## config.mk

```make
export PLATFORM = sky130hd
export DESIGN_NAME = fpsc_scan_controller
export DESIGN_NICKNAME = d
export VERILOG_FILES = /design/src/core/fpsc_lane.v /design/src/core/fpsc_scan_controller.v
export VERILOG_INCLUDE_DIRS = /design/src /design/src/core
export SDC_FILE = /design/constraint.sdc
export NUM_CORES = 1
export LEC_CHECK = 0
export BUFFER_PORTS_ARGS = -buffer_cell sky130_fd_sc_hd__clkbuf_2
export CAP_MARGIN = 0
export CORE_MARGIN = 1
export CORE_UTILIZATION = 48
export CTS_CLUSTER_DIAMETER = 120
export DETAILED_ROUTE_END_ITERATION = 7
export PLACE_DENSITY = 0.73
export SLEW_MARGIN = 20
export SYNTH_ARGS = -nofsm -noshare
export SYNTH_HDL_FRONTEND = slang
export SYNTH_SLANG_ARGS = --single-unit
```

## constraint.sdc

```tcl
create_clock -name mclk -period 47.5 [get_ports mclk]
set_input_delay 7.125 -clock mclk [delete_from_list [all_inputs] [get_ports mclk]]
set_output_delay 7.125 -clock mclk [all_outputs]
set_load 0.05 [all_outputs]
```

## src/core/fpsc_regs.vh

```
`ifndef FPSC_REGS_VH
`define FPSC_REGS_VH

// ----------------------------------------------------------------------
// Clock and panel timing
// ----------------------------------------------------------------------
`define FPSC_CLK_HZ 50000000
`define FPSC_CLK_NS 20
`define FPSC_FRAME_HZ 6440
`define FPSC_SCLK_HZ 405000
`define FPSC_CLEAR_NS 50
`define FPSC_SCLK_LOW_NS 50
`define FPSC_LATCH_NS 120

// Repetition periods round down, pulse widths round up
`define FPSC_FRAME_CYC (`FPSC_CLK_HZ / `FPSC_FRAME_HZ)
`define FPSC_SCLK_CYC (`FPSC_CLK_HZ / `FPSC_SCLK_HZ)
`define FPSC_CLEAR_CYC ((`FPSC_CLEAR_NS + `FPSC_CLK_NS - 1) / `FPSC_CLK_NS)
`define FPSC_SCLK_LOW_CYC \
    ((`FPSC_SCLK_LOW_NS + `FPSC_CLK_NS - 1) / `FPSC_CLK_NS)
`define FPSC_LATCH_CYC ((`FPSC_LATCH_NS + `FPSC_CLK_NS - 1) / `FPSC_CLK_NS)

// ----------------------------------------------------------------------
// Scan chain layout
// ----------------------------------------------------------------------
`define FPSC_POSITIONS 48
`define FPSC_POS_W 6
`define FPSC_TIMER_W 7
`define FPSC_FRAME_W 13
`define FPSC_LANES 2
`define FPSC_KNOBS 4
`define FPSC_KNOB_BITS 8

`endif

```

## src/core/fpsc_lane.v

```verilog
`timescale 1ns/10ps
`include "fpsc_regs.vh"

module fpsc_lane (
    mclk,
    rst,
    laneEnable,
    frameStart,
    scanDataPin,
    scanClear,
    scanClock,
    scanWord,
    scanValid
);
    input wire mclk;
    input wire rst;
    input wire laneEnable;
    input wire frameStart;
    input wire scanDataPin;
    output reg scanClear;
    output reg scanClock;
    output reg [`FPSC_POSITIONS-1:0] scanWord;
    output reg scanValid;

    localparam [2:0] ST_IDLE = 3'h0;
    localparam [2:0] ST_CLEAR = 3'h1;
    localparam [2:0] ST_HIGH = 3'h2;
    localparam [2:0] ST_LOW = 3'h3;

    localparam integer CLEAR_LAST_I = `FPSC_CLEAR_CYC - 1;
    localparam integer LOW_LAST_I = `FPSC_SCLK_LOW_CYC - 1;
    localparam integer HIGH_LAST_I = `FPSC_SCLK_CYC - `FPSC_SCLK_LOW_CYC - 1;
    localparam integer POS_LAST_I = `FPSC_POSITIONS - 1;
    localparam [`FPSC_TIMER_W-1:0] CLEAR_LAST =
        CLEAR_LAST_I[`FPSC_TIMER_W-1:0];
    localparam [`FPSC_TIMER_W-1:0] LOW_LAST = LOW_LAST_I[`FPSC_TIMER_W-1:0];
    localparam [`FPSC_TIMER_W-1:0] HIGH_LAST =
        HIGH_LAST_I[`FPSC_TIMER_W-1:0];
    localparam [`FPSC_POS_W-1:0] POS_LAST = POS_LAST_I[`FPSC_POS_W-1:0];

    reg [2:0] state_reg;
    reg [`FPSC_TIMER_W-1:0] timer_reg;
    reg [`FPSC_POS_W-1:0] pos_reg;
    reg dataMeta_reg;
    reg dataSync_reg;

    // ------------------------------------------------------------------
    // Data pin synchroniser
    // ------------------------------------------------------------------
    always @(posedge mclk or posedge rst) begin
        if (rst) begin
            dataMeta_reg <= 1'b0;
            dataSync_reg <= 1'b0;
        end else begin
            dataMeta_reg <= scanDataPin;
            dataSync_reg <= dataMeta_reg;
        end
    end

    // ------------------------------------------------------------------
    // Clear pulse, clock pulses and sampling
    // ------------------------------------------------------------------
    always @(posedge mclk or posedge rst) begin
        if (rst) begin
            state_reg <= ST_IDLE;
            timer_reg <= {`FPSC_TIMER_W{1'b0}};
            pos_reg <= {`FPSC_POS_W{1'b0}};
            scanClear <= 1'b0;
            scanClock <= 1'b0;
            scanWord <= {`FPSC_POSITIONS{1'b0}};
            scanValid <= 1'b0;
        end else if (!laneEnable) begin
            // A lane switched off mid-scan stops at once and reports nothing
            state_reg <= ST_IDLE;
            scanClear <= 1'b0;
            scanClock <= 1'b0;
            scanValid <= 1'b0;
        end else begin
            scanValid <= 1'b0;
            case (state_reg)
                ST_IDLE: begin
                    // Disabled lane parks both lines low
                    scanClock <= laneEnable;
                    scanClear <= 1'b0;
                    if (frameStart && laneEnable) begin
                        scanClear <= 1'b1;
                        timer_reg <= CLEAR_LAST;
                        pos_reg <= {`FPSC_POS_W{1'b0}};
                        state_reg <= ST_CLEAR;
                    end
                end
                ST_CLEAR: begin
                    if (timer_reg == {`FPSC_TIMER_W{1'b0}}) begin
                        scanClear <= 1'b0;
                        timer_reg <= HIGH_LAST;
                        state_reg <= ST_HIGH;
                    end else begin
                        timer_reg <= timer_reg - 1'b1;
                    end
                end
                ST_HIGH: begin
                    if (timer_reg == {`FPSC_TIMER_W{1'b0}}) begin
                        // Value present now belongs to the current slot
                        scanWord[pos_reg] <= dataSync_reg;
                        scanClock <= 1'b0;
                        timer_reg <= LOW_LAST;
                        state_reg <= ST_LOW;
                    end else begin
                        timer_reg <= timer_reg - 1'b1;
                    end
                end
                ST_LOW: begin
                    if (timer_reg == {`FPSC_TIMER_W{1'b0}}) begin
                        scanClock <= 1'b1;
                        timer_reg <= HIGH_LAST;
                        if (pos_reg == POS_LAST) begin
                            scanValid <= 1'b1;
                            state_reg <= ST_IDLE;
                        end else begin
                            pos_reg <= pos_reg + 1'b1;
                            state_reg <= ST_HIGH;
                        end
                    end else begin
                        timer_reg <= timer_reg - 1'b1;
                    end
                end
                default: begin
                    state_reg <= ST_IDLE;
                end
            endcase
        end
    end

endmodule // fpsc_lane

```

## src/core/fpsc_scan_controller.v

```verilog
`timescale 1ns/10ps
`include "fpsc_regs.vh"

module fpsc_scan_controller #(
    parameter FRAME_CYCLES = `FPSC_FRAME_CYC
) (
    mclk,
    rst,
    fourChannelBuild,
    laneAScanData,
    laneBScanData,
    indicatorSlot,
    selfTestStart,
    selfTestExit,
    laneAScanClear,
    laneAScanClock,
    laneBScanClear,
    laneBScanClock,
    indicatorLatchStrobe,
    scanUpdate,
    panelState,
    pressEvents,
    releaseEvents,
    knobCw,
    knobCcw,
    selfTestActive,
    selfTestComplete
);
    localparam NBITS = `FPSC_LANES * `FPSC_POSITIONS;
    localparam NKNOB = `FPSC_LANES * `FPSC_KNOBS;

    input wire mclk;
    input wire rst;
    input wire fourChannelBuild;
    input wire laneAScanData;
    input wire laneBScanData;
    input wire [`FPSC_POS_W-1:0] indicatorSlot;
    input wire selfTestStart;
    input wire selfTestExit;
    output wire laneAScanClear;
    output wire laneAScanClock;
    output wire laneBScanClear;
    output wire laneBScanClock;
    output reg indicatorLatchStrobe;
    output reg scanUpdate;
    output reg [NBITS-1:0] panelState;
    output reg [NBITS-1:0] pressEvents;
    output reg [NBITS-1:0] releaseEvents;
    output reg [NKNOB-1:0] knobCw;
    output reg [NKNOB-1:0] knobCcw;
    output reg selfTestActive;
    output reg selfTestComplete;

    // ------------------------------------------------------------------
    // Helpers
    // ------------------------------------------------------------------
    // Quadrature step from previous and current phase pairs:
    // bit 0 marks clockwise, bit 1 counter-clockwise
    function [1:0] quadDir;
        input [1:0] prevPh;
        input [1:0] curPh;
        begin
            case ({prevPh, curPh})
                4'h1, 4'h7, 4'hE, 4'h8: quadDir = 2'h1;
                4'h2, 4'hB, 4'hD, 4'h4: quadDir = 2'h2;
                default: quadDir = 2'h0;
            endcase
        end
    endfunction

    // Knob k of a lane owns positions 2k and 2k+1; the rest are buttons
    function isButton;
        input integer bitIdx;
        begin
            isButton = (bitIdx % `FPSC_POSITIONS) >= `FPSC_KNOB_BITS;
        end
    endfunction

    // ------------------------------------------------------------------
    // Build strap synchroniser
    // ------------------------------------------------------------------
    reg strapMeta_reg;
    reg strapSync_reg;

    always @(posedge mclk or posedge rst) begin
        if (rst) begin
            strapMeta_reg <= 1'b0;
            strapSync_reg <= 1'b0;
        end else begin
            strapMeta_reg <= fourChannelBuild;
            strapSync_reg <= strapMeta_reg;
        end
    end

    // ------------------------------------------------------------------
    // Frame timer, shared so both lanes stay aligned to the latch
    // ------------------------------------------------------------------
    localparam integer FRAME_LAST_I = FRAME_CYCLES - 1;
    localparam integer CLEAR_LEN_I = `FPSC_CLEAR_CYC;
    localparam integer SCLK_LEN_I = `FPSC_SCLK_CYC;
    localparam integer LATCH_LAST_I = `FPSC_LATCH_CYC - 1;
    localparam [`FPSC_FRAME_W-1:0] FRAME_LAST =
        FRAME_LAST_I[`FPSC_FRAME_W-1:0];
    localparam [`FPSC_FRAME_W-1:0] CLEAR_LEN = CLEAR_LEN_I[`FPSC_FRAME_W-1:0];
    localparam [`FPSC_TIMER_W-1:0] SCLK_LEN = SCLK_LEN_I[`FPSC_TIMER_W-1:0];
    localparam [3:0] LATCH_LAST = LATCH_LAST_I[3:0];

    reg [`FPSC_FRAME_W-1:0] frameCnt_reg;
    reg [3:0] latchCnt_reg;
    wire frameStart;
    wire [`FPSC_FRAME_W-1:0] latchOffset;

    assign frameStart = (frameCnt_reg == {`FPSC_FRAME_W{1'b0}});
    // Latch lands at the selected clock slot counted from the clear pulse
    assign latchOffset = CLEAR_LEN + indicatorSlot * SCLK_LEN;

    always @(posedge mclk or posedge rst) begin
        if (rst) begin
            frameCnt_reg <= {`FPSC_FRAME_W{1'b0}};
            latchCnt_reg <= 4'h0;
            indicatorLatchStrobe <= 1'b1;
        end else begin
            if (frameCnt_reg == FRAME_LAST) begin
                frameCnt_reg <= {`FPSC_FRAME_W{1'b0}};
            end else begin
                frameCnt_reg <= frameCnt_reg + 1'b1;
            end
            if (frameCnt_reg == latchOffset) begin
                indicatorLatchStrobe <= 1'b0;
                latchCnt_reg <= LATCH_LAST;
            end else if (latchCnt_reg != 4'h0) begin
                latchCnt_reg <= latchCnt_reg - 1'b1;
            end else begin
                indicatorLatchStrobe <= 1'b1;
            end
        end
    end

    // ------------------------------------------------------------------
    // Scan lanes
    // ------------------------------------------------------------------
    wire [NBITS-1:0] laneWords;
    wire [`FPSC_LANES-1:0] laneValid;

    fpsc_lane u_laneA (
        .mclk(mclk),
        .rst(rst),
        .laneEnable(1'b1),
        .frameStart(frameStart),
        .scanDataPin(laneAScanData),
        .scanClear(laneAScanClear),
        .scanClock(laneAScanClock),
        .scanWord(laneWords[`FPSC_POSITIONS-1:0]),
        .scanValid(laneValid[0])
    );

    // Lane B runs only when the strap says four channels
    fpsc_lane u_laneB (
        .mclk(mclk),
        .rst(rst),
        .laneEnable(strapSync_reg),
        .frameStart(frameStart),
        .scanDataPin(laneBScanData),
        .scanClear(laneBScanClear),
        .scanClock(laneBScanClock),
        .scanWord(laneWords[NBITS-1:`FPSC_POSITIONS]),
        .scanValid(laneValid[1])
    );

    // ------------------------------------------------------------------
    // Change detection against the previous scan
    // ------------------------------------------------------------------
    reg [NBITS-1:0] pressNext;
    reg [NBITS-1:0] releaseNext;
    reg [NKNOB-1:0] cwNext;
    reg [NKNOB-1:0] ccwNext;
    reg [NBITS-1:0] stateNext;
    reg [1:0] dirTmp;
    integer i;
    integer k;
    integer ln;

    always @* begin
        pressNext = {NBITS{1'b0}};
        releaseNext = {NBITS{1'b0}};
        cwNext = {NKNOB{1'b0}};
        ccwNext = {NKNOB{1'b0}};
        stateNext = panelState;
        dirTmp = 2'h0;
        for (i = 0; i < NBITS; i = i + 1) begin
            ln = i / `FPSC_POSITIONS;
            if (laneValid[ln]) begin
                stateNext[i] = laneWords[i];
                if (isButton(i)) begin
                    pressNext[i] = laneWords[i] & ~panelState[i];
                    releaseNext[i] = ~laneWords[i] & panelState[i];
                end
            end
        end
        for (k = 0; k < NKNOB; k = k + 1) begin
            ln = k / `FPSC_KNOBS;
            i = ln * `FPSC_POSITIONS + 2 * (k % `FPSC_KNOBS);
            if (laneValid[ln]) begin
                dirTmp = quadDir(panelState[i+1 -: 2],
                    laneWords[i+1 -: 2]);
                cwNext[k] = dirTmp[0];
                ccwNext[k] = dirTmp[1];
            end
        end
    end

    always @(posedge mclk or posedge rst) begin
        if (rst) begin
            panelState <= {NBITS{1'b0}};
            pressEvents <= {NBITS{1'b0}};
            releaseEvents <= {NBITS{1'b0}};
            knobCw <= {NKNOB{1'b0}};
            knobCcw <= {NKNOB{1'b0}};
            scanUpdate <= 1'b0;
        end else begin
            panelState <= stateNext;
            pressEvents <= pressNext;
            releaseEvents <= releaseNext;
            knobCw <= cwNext;
            knobCcw <= ccwNext;
            scanUpdate <= |laneValid;
        end
    end

    // ------------------------------------------------------------------
    // Panel self-test bookkeeping
    // ------------------------------------------------------------------
    reg [NBITS-1:0] seenPress_reg;
    reg [NKNOB-1:0] seenCw_reg;
    reg [NKNOB-1:0] seenCcw_reg;
    reg [NBITS-1:0] needPress;
    reg [NKNOB-1:0] needKnob;
    wire allSeen;
    integer bi;
    integer bk;

    // Lane B controls only count when that half of the panel is fitted
    always @* begin
        needPress = {NBITS{1'b0}};
        needKnob = {NKNOB{1'b0}};
        for (bi = 0; bi < NBITS; bi = bi + 1) begin
            needPress[bi] = isButton(bi) &&
                ((bi < `FPSC_POSITIONS) || strapSync_reg);
        end
        for (bk = 0; bk < NKNOB; bk = bk + 1) begin
            needKnob[bk] = (bk < `FPSC_KNOBS) || strapSync_reg;
        end
    end

    assign allSeen = ((seenPress_reg & needPress) == needPress) &&
        ((seenCw_reg & needKnob) == needKnob) &&
        ((seenCcw_reg & needKnob) == needKnob);

    always @(posedge mclk or posedge rst) begin
        if (rst) begin
            seenPress_reg <= {NBITS{1'b0}};
            seenCw_reg <= {NKNOB{1'b0}};
            seenCcw_reg <= {NKNOB{1'b0}};
            selfTestActive <= 1'b0;
            selfTestComplete <= 1'b0;
        end else begin
            selfTestComplete <= selfTestActive && allSeen;
            if (selfTestStart) begin
                seenPress_reg <= {NBITS{1'b0}};
                seenCw_reg <= {NKNOB{1'b0}};
                seenCcw_reg <= {NKNOB{1'b0}};
                selfTestActive <= 1'b1;
            end else if (selfTestActive) begin
                seenPress_reg <= seenPress_reg | pressEvents;
                seenCw_reg <= seenCw_reg | knobCw;
                seenCcw_reg <= seenCcw_reg | knobCcw;
                // Exit requests before full coverage are ignored
                if (selfTestExit && allSeen) begin
                    selfTestActive <= 1'b0;
                end
            end
        end
    end

endmodule // fpsc_scan_controller

```

==> impl_metrics.csv, run 1 <==
group,metric,value,unit
status,status,"completed",
cts,clockRootBuffer,"clkbuf_16",
cts,clock-sinks,527,
synthesis,yosys-top-cells-area,"dfrtp_1 61%, mux2_2 6.5%, nor2_1 5.1%",
power,power.share.combinational,0.070,
place,place.gp.congestion,0.830,
power,power.density_cell_area,36.8,nW/µm²
critical_path,regToRegEndpoint,"u_laneB.scanWord[42]$_DFFE_PP0P_",
detailed_routing,drt_iter0_drc,978,
place,hpwl,34900,µm
sta,finalMaxSlewViolations,0,
finish,fill_cells,3686,
global_routing,grt_first_pass_wirelength,79100,µm
floorplanning,placementRows,77,
critical_path,reg2reg_setup_slack,44.46,ns
power,pwr-share-seq,0.488,
power,internal-power,0.710,mW
sta,timing.final.crit_share,0.219,
power,power.share.clock,0.442,
worst_hold_path,hold_start,"strapMeta_reg$_DFF_PP0_",
cts,clock_tree.htree_level_count,2,
detailed_routing,dr.pass1.iters,7,
floorplanning,die_area,45700,µm²
finish,syn2layout_area_growth,17.0,%
power,swShare,0.234,
floorplanning,placeableCoreArea,44200,µm²
finish,final_area,25200,µm²
global_routing,first_global_vias,14500,
critical_path,timing_worst_setup_path_type,"in -> reg",
floorplanning,die-height,214,µm
sta,slew_headroom,0.303,
finish,largest_reg_flops,96,
power,vdd_drop_max,29.2,µV
synthesis,number_of_synthesized_flops_with_an_enable_pin,0,
finish,post_route_cells_drive_above_1_share,0.238,
detailed_routing,routed_wirelength,50600,µm
synthesis,syn-mean-instance-area,11.2,µm²
place,post_dp_cell_area,23400,µm²
cts,path_clk_slew,0.06,ns
sta,finalWorstPathRequiredPeriod,10.40,ns
synthesis,synth.cell_area,21500,µm²
cts,post-cts-setup-buffers,0,
sta,max_freq,96.2,MHz
finish,diodes,0,
power,switching_power,0.217,mW
sta,worst_slew_pin_slew,1.04,ns
cts,tritoncts.num_buffers,53,
critical_path,cp_max_fo,6,
synthesis,synth_cells,1918,
global_routing,grt_max_degree,198,
finish,layout.area.seq,13200,µm²
flow_run,max_cap_viol_count,0,
global_routing,initial_antenna_violation_count,0,
critical_path,critical_path.startpoint_type,"primary input",
floorplanning,floorplan.io_pins,325,
synthesis,seq_area_frac_synth,0.613,
synthesis,post-synth-top-area-cell,"dfrtp_1",
critical_path,rr_startpoint,"u_laneB.timer_reg[0]$_DFFE_PP0P_",
synthesis,synth-async-reset-ratio,1.00,
critical_path,worst_r2r_path_depth,9,
sta,setup_tns,0,ns
global_routing,global_route.overflow_total,0,
synthesis,yosys.area.top_type_share,0.612,
floorplanning,chipWidth,214,µm
finish,layoutNonFillerInstCount,2826,
worst_hold_path,holdCritPathClass,"reg -> reg",
finish,multi_input_area,7470,µm²
place,post-place-cells,2727,
detailed_routing,route.detailed.drc,0,
global_routing,grt_use_total,0.223,
worst_hold_path,hold_end,"strapSync_reg$_DFF_PP0_",
sta,finalHoldViolations,0,
cts,clk-insertion-delay-late,0.60,ns
synthesis,yosys_most_used_dff,"dfrtp_1",
critical_path,crit_path_required_time,48.02,ns
cts,cts_max_path_buffers,3,
synthesis,synth.distinct_cells,62,
critical_path,end_kind,"register",
place,io_buffer_count,292,
sta,finalSetupViolations,0,
cts,postCtsResizedCells,0,
finish,nets,2256,
critical_path,crit_arrival,10.92,ns
power,total_leakage_power,12.8,nW
detailed_routing,antenna_left,0,
cts,number_of_hold_buffers_added_after_cts,0,
sta,worst_clock_skew,0.0226,ns
detailed_routing,via_count,14900,
finish,largest_register,"panelState",
detailed_routing,route.detailed.wl_per_inst,17.9,µm
floorplanning,initial_utilization,0.486,
cts,clock_tree_from_tritoncts,"built",
sta,rsz0062_at_grt,"false",
synthesis,flip_flop_and_latch_count_after_synthesis,527,
synthesis,ys_warn_count,0,
worst_hold_path,whs_path_depth,0,
detailed_routing,post_drt_via_cell_ratio,5.26,
[final cells by class]
| class | instances | area share |
|---|---|---|
| Sequential cell | 527 | 0.524 |
| Clock inverter | 18 | 0.00721 |
| Multi-Input combinational cell | 1198 | 0.297 |
| Clock buffer | 79 | 0.0614 |
| Timing Repair Buffer | 304 | 0.0643 |
| Inverter | 108 | 0.0164 |
| Tap cell | 592 | 0.0294 |
[cells by family after synthesis]
kind of cell / Yosys count / synth area share
AOI/OAI and AO/OA: 257 / 0.0653
xor gates and xnor gates: 49 / 0.0200
adders and majority gates: 51 / 0.0342
buffers and inverters: 224 / 0.0449
DFF: 527 / 0.613
muxes: 131 / 0.0684
other: 1 / 0.000174
and+or+nand+nor: 678 / 0.154
[worst max-delay path by stage]
stage	to	cells past startpoint	startpoint
2_1_floorplan	frameCnt_reg[0]$_DFF_PP0_	1	rst
3_3_place_gp	latchCnt_reg[0]$_DFFE_PP0P_	16	indicatorSlot[0]
6_report	latchCnt_reg[0]$_DFFE_PP0P_	16	indicatorSlot[0]
5_1_grt	latchCnt_reg[0]$_DFFE_PP0P_	16	indicatorSlot[0]
4_1_cts	latchCnt_reg[0]$_DFFE_PP0P_	16	indicatorSlot[0]
3_5_place_dp	latchCnt_reg[0]$_DFFE_PP0P_	16	indicatorSlot[0]
[power groups by stage]
stage	clock network [mW]	logic, mW	registers [mW]
after floorplan	0	0.0538	0.461
after global placement	0	0.0625	0.460
after detailed placement	0	0.0648	0.461
after CTS	0.418	0.0654	0.452
after global routing	0.436	0.0747	0.452
final	0.409	0.0648	0.453
[worst max-delay path: stages]
cell       delay [ns]
clkbuf_2         0.16
inv_1            0.08
fa_1             0.58
inv_1            0.07
fa_1             0.53
inv_1            0.06
fa_1             0.53
inv_1            0.04
ha_1             0.36
nand2_1          0.10
a21oi_1          0.08
or3_1            0.36
o2bb2ai_1        0.14
nor4_1           0.27
and4_1           0.32
nand2b_1         0.12
[layout by cell type (no fill, tap or decap), drive strengths merged, types with 7 or more instances in the layout]
| cell type | synthesis | final |
|---|---|---|
| ha | 38 | 38 |
| and2 | 7 | 7 |
| nand2 | 146 | 146 |
| nor3b | 79 | 79 |
| xor2 | 24 | 24 |
| conb | 1 | 32 |
| clkbuf | 73 | 370 |
| nand4 | 31 | 31 |
| fa | 13 | 13 |
| mux2 | 127 | 127 |
| o21ai | 101 | 101 |
| nand3 | 21 | 21 |
| nor2 | 294 | 294 |
| a21o | 10 | 10 |
| or3 | 9 | 9 |
| clkinv | 0 | 12 |
| buf | 43 | 13 |
| dfrtp | 526 | 526 |
| and3 | 11 | 11 |
| inv | 108 | 109 |
| a21oi | 117 | 117 |
| nor4 | 8 | 8 |
| and3b | 17 | 17 |
| nor3 | 17 | 17 |
| xnor2 | 25 | 25 |
| nand3b | 12 | 12 |
[metrics by stage]
stage               setup WS, ns  power [mW]  hold slack (ns)   util
floorplan                  25.65       0.515            0.331      -
global placement           36.54       0.523            0.336  0.529
detailed placement         36.49       0.526            0.338  0.529
CTS                        37.11       0.936            0.351  0.568
global route               36.78       0.963            0.368  0.569
finish                     37.10       0.927            0.349  0.569
[metal layers]
layer | part of all wire | vias to the layer above | GRT usage
met4 | 0.024 | 0 | 0.0677
met1 | 0.44 | 7476 | 0.310
met5 | 0 | - | 0
li1 | - | 6896 | -
met3 | 0.063 | 86 | 0.0546
met2 | 0.47 | 397 | 0.346
[cells in the mapped netlist (all sizes together) (3+ instances only)]
cell    instances
xnor2          25
nand3b         12
nor3           17
clkbuf         73
nand2b          6
o21ai         101
a211o           3
nor2b           6
a21o           10
o31ai           5
nand2         146
mux2i           4
o21a            3
nor2          294
fa             13
nor4            8
or2             4
dfrtp         526
nor3b          79
buf            43
inv           108
and3b          17
a21oi         117
or3             9
ha             38
xor2           24
and3           11
and2            7
mux2          127
nand3          21
nand4          31
Power figures use the tool's default switching activity.
==> run 2, diff against run 1 <==
--- a/config.mk
+++ b/config.mk
@@ -6,6 +6,7 @@
 export SDC_FILE = /design/constraint.sdc
 export NUM_CORES = 1
 export LEC_CHECK = 0
+export ABC_AREA = 1
 export BUFFER_PORTS_ARGS = -buffer_cell sky130_fd_sc_hd__clkbuf_2
 export CAP_MARGIN = 0
 export CORE_MARGIN = 1
==> constraint.sdc (replaced) <==
create_clock -name mclk -period 10.83 [get_ports mclk]
set_input_delay 1.6245 -clock mclk [delete_from_list [all_inputs] [get_ports mclk]]
set_output_delay 1.6245 -clock mclk [all_outputs]
set_load 0.05 [all_outputs]
==> run 2 against run 1 <==
Net effect: hold slack worse by 0.0038 ns; highest routed layer unchanged; critical path depth grew 3; total power grew to 4.7 times the previous value; die area increased by 0.27%; utilization increased by 0.22 points; wire length up 4.3%; via count rose by 10%; critical endpoint is now latchCnt_reg[1]$_DFFE_PP0P_.
==> impl_metrics.csv, run 2 <==
group,metric,value,unit
status,status,"completed",
place,hpwl,36400,µm
global_routing,initial_antenna_violation_count,0,
finish,largest_reg_flops,96,
finish,layout.cells.most_common_list,"523 x dfrtp_1, 380 x nand2_1, 291 x clkbuf_2",
floorplanning,initial_utilization,0.488,
floorplanning,die_area,45800,µm²
place,post_dp_cell_area,23500,µm²
cts,cts_max_path_buffers,3,
power,vdd_drop_max,131,µV
synthesis,yosys-top-cells-area,"dfrtp_1 61%, nand2_1 6.6%, nor2_1 4.3%",
floorplanning,placeableCoreArea,44200,µm²
sta,worst_clock_skew,0.0111,ns
detailed_routing,via_count,16400,
place,io_buffer_count,292,
cts,path_clk_slew,0.06,ns
synthesis,yosys.area.top_type_share,0.610,
synthesis,post_synth_most_frequent_cells,"526 x dfrtp_1, 380 x nand2_1, 245 x nor2_1",
detailed_routing,antenna_left,0,
synthesis,ys_warn_count,0,
cts,tritoncts.num_buffers,53,
sta,finalSetupViolations,0,
sta,max_freq,208,MHz
critical_path,crit_arrival,5.29,ns
cts,clock_tree_from_tritoncts,"built",
cts,clk-insertion-delay-late,0.60,ns
synthesis,flip_flop_and_latch_count_after_synthesis,527,
synthesis,yosys_most_used_dff,"dfrtp_1",
finish,nets,2568,
floorplanning,chipWidth,214,µm
place,place.gp.congestion,0.878,
cts,clock_tree.htree_level_count,2,
critical_path,end_kind,"register",
floorplanning,die-height,214,µm
flow_run,max_cap_viol_count,0,
cts,postCtsResizedCells,0,
detailed_routing,routed_wirelength,52800,µm
sta,timing.final.crit_share,0.444,
global_routing,global_route.overflow_total,0,
synthesis,synth_cells,2224,
floorplanning,placementRows,77,
critical_path,crit_path_top_delay_cell,"fa_1",
finish,largest_register,"panelState",
critical_path,slowest_delay,0.57,ns
critical_path,timing_worst_setup_path_type,"in -> reg",
critical_path,cp_max_fo,6,
synthesis,synth.distinct_cells,50,
cts,number_of_hold_buffers_added_after_cts,0,
synthesis,synthMostInstantiatedCell,"dfrtp_1",
detailed_routing,drt_iter0_drc,1317,
sta,slew_headroom,0.260,
synthesis,synth.cell_area,21600,µm²
cts,post-cts-setup-buffers,0,
floorplanning,floorplan.io_pins,325,
critical_path,critical_path.startpoint_type,"primary input",
detailed_routing,route.detailed.drc,0,
synthesis,seq_area_frac_synth,0.612,
critical_path,path_cells,"clkbuf_2, inv_1, fa_1, inv_1, fa_1, inv_1, fa_1, inv_1, ha_1, a21oi_1, nand3_1, nand2_1, nand2_1, nor2_1, nand4_1, nor2_1, nand2_1, nand3b_1, nand2_1",
critical_path,path_delay_family,"adder cells",
synthesis,number_of_synthesized_flops_with_an_enable_pin,0,
cts,clockRootBuffer,"clkbuf_16",
synthesis,syn-mean-instance-area,9.70,µm²
sta,finalWorstPathRequiredPeriod,4.81,ns
finish,final_common_cell,"dfrtp_1",
finish,final_area,25300,µm²
finish,fill_cells,3695,
finish,diodes,0,
synthesis,post-synth-top-area-cell,"dfrtp_1",
global_routing,grt_first_pass_wirelength,85900,µm
detailed_routing,dr.pass1.iters,5,
synthesis,synth-async-reset-ratio,1.00,
global_routing,first_global_vias,15900,
worst_hold_path,holdCritPathClass,"reg -> reg",
critical_path,crit_path_required_time,11.31,ns
sta,worst_slew_pin_slew,1.10,ns
sta,setup_tns,0,ns
detailed_routing,route.detailed.wl_per_inst,16.8,µm
global_routing,grt_use_total,0.233,
sta,finalMaxSlewViolations,0,
power,total_leakage_power,12.8,nW
critical_path,cp.buffers_inverters,5,
finish,post_route_cells_drive_above_1_share,0.164,
finish,syn2layout_area_growth,17.1,%
finish,utilization,0.571,
power,power.density_cell_area,174,nW/µm²
sta,finalHoldViolations,0,
global_routing,grt_max_degree,184,
detailed_routing,post_drt_via_cell_ratio,5.23,
sta,rsz0062_at_grt,"false",
cts,clock-sinks,527,
[run 2: changes by cell type in the layout (fill, tap and decap cells not counted), moves of 17 or more]
cell | previous run | this run
and3b_1 | 17 | 0
inv_1 | 107 | 222
mux2_2 | 125 | 0
nand2_1 | 146 | 380
nand3_1 | 21 | 92
nor2_1 | 294 | 245
nor3_1 | 16 | 99
nor3b_1 | 78 | 5
o21ai_0 | 101 | 175
o21ai_1 | 0 | 21
o31ai_1 | 5 | 45
xnor2_1 | 25 | 6
[run 2: final cells by class]
| cell class | instances | area (µm²) | area share |
|---|---|---|---|
| Multi-Input combinational cell | 1385 | 7080 | 0.280 |
| Inverter | 232 | 876 | 0.0347 |
| Timing Repair Buffer | 305 | 1590 | 0.0628 |
| Clock buffer | 77 | 1520 | 0.0601 |
| Tap cell | 592 | 741 | 0.0293 |
| Clock inverter | 21 | 273 | 0.0108 |
| Sequential cell | 527 | 13200 | 0.522 |
[run 2: final timing paths]
check | start | endpoint | slack (ns) | cells after the start
min reg2reg | u_laneB.dataMeta_reg$_DFF_PP0_ | u_laneB.dataSync_reg$_DFF_PP0_ | 0.35 | 0
max reg2reg | u_laneA.timer_reg[0]$_DFFE_PP0P_ | u_laneA.scanWord[15]$_DFFE_PP0P_ | 8.58 | 8
min in group asynchronous | rst | pressEvents[74]$_DFF_PP0_ | 1.30 | 3
min | u_laneB.dataMeta_reg$_DFF_PP0_ | u_laneB.dataSync_reg$_DFF_PP0_ | 0.35 | 0
max | indicatorSlot[0] | latchCnt_reg[1]$_DFFE_PP0P_ | 6.02 | 19
max in group asynchronous | rst | panelState[26]$_DFFE_PP0P_ | 7.15 | 5
[run 2: power breakdown]
part	switching, mW	internal, mW	leakage [nW]
clock network	0.767	1.10	0.865
registers	0.0233	2.00	7.28
logic	0.354	0.157	4.70
[run 2: cell families (layout without fill, tap and decap cells)]
kind of cell	Yosys count	in the layout	share of synthesized area
other cells	1	32	0.000174
flops	527	527	0.612
xor+xnor	37	37	0.0150
simple gates	885	885	0.176
buf+inv	343	635	0.0663
fa+ha+maj	51	51	0.0341
mux	4	4	0.00209
compound gates	376	376	0.0950
[run 2: routing by layer]
| metal | vias to the layer above | GRT usage | share of wire |
|---|---|---|---|
| met4 | 0 | 0.0775 | 0.028 |
| met5 | - | 0 | 0 |
| li1 | 7776 | - | - |
| met1 | 8035 | 0.323 | 0.45 |
| met2 | 501 | 0.368 | 0.47 |
| met3 | 92 | 0.0466 | 0.058 |
[run 2: through the flow]
stage / hold WS [ns] / std cells / setup slack, ns / power (mW)
2_1_floorplan: 0.331 / 2255 / 2.04 / 2.47
3_3_place_gp: 0.334 / 3041 / 5.52 / 2.55
3_5_place_dp: 0.337 / 3041 / 5.41 / 2.57
4_1_cts: 0.347 / 3139 / 6.06 / 4.44
5_1_grt: 0.348 / 3139 / 5.63 / 4.60
6_report: 0.346 / 3139 / 6.02 / 4.40
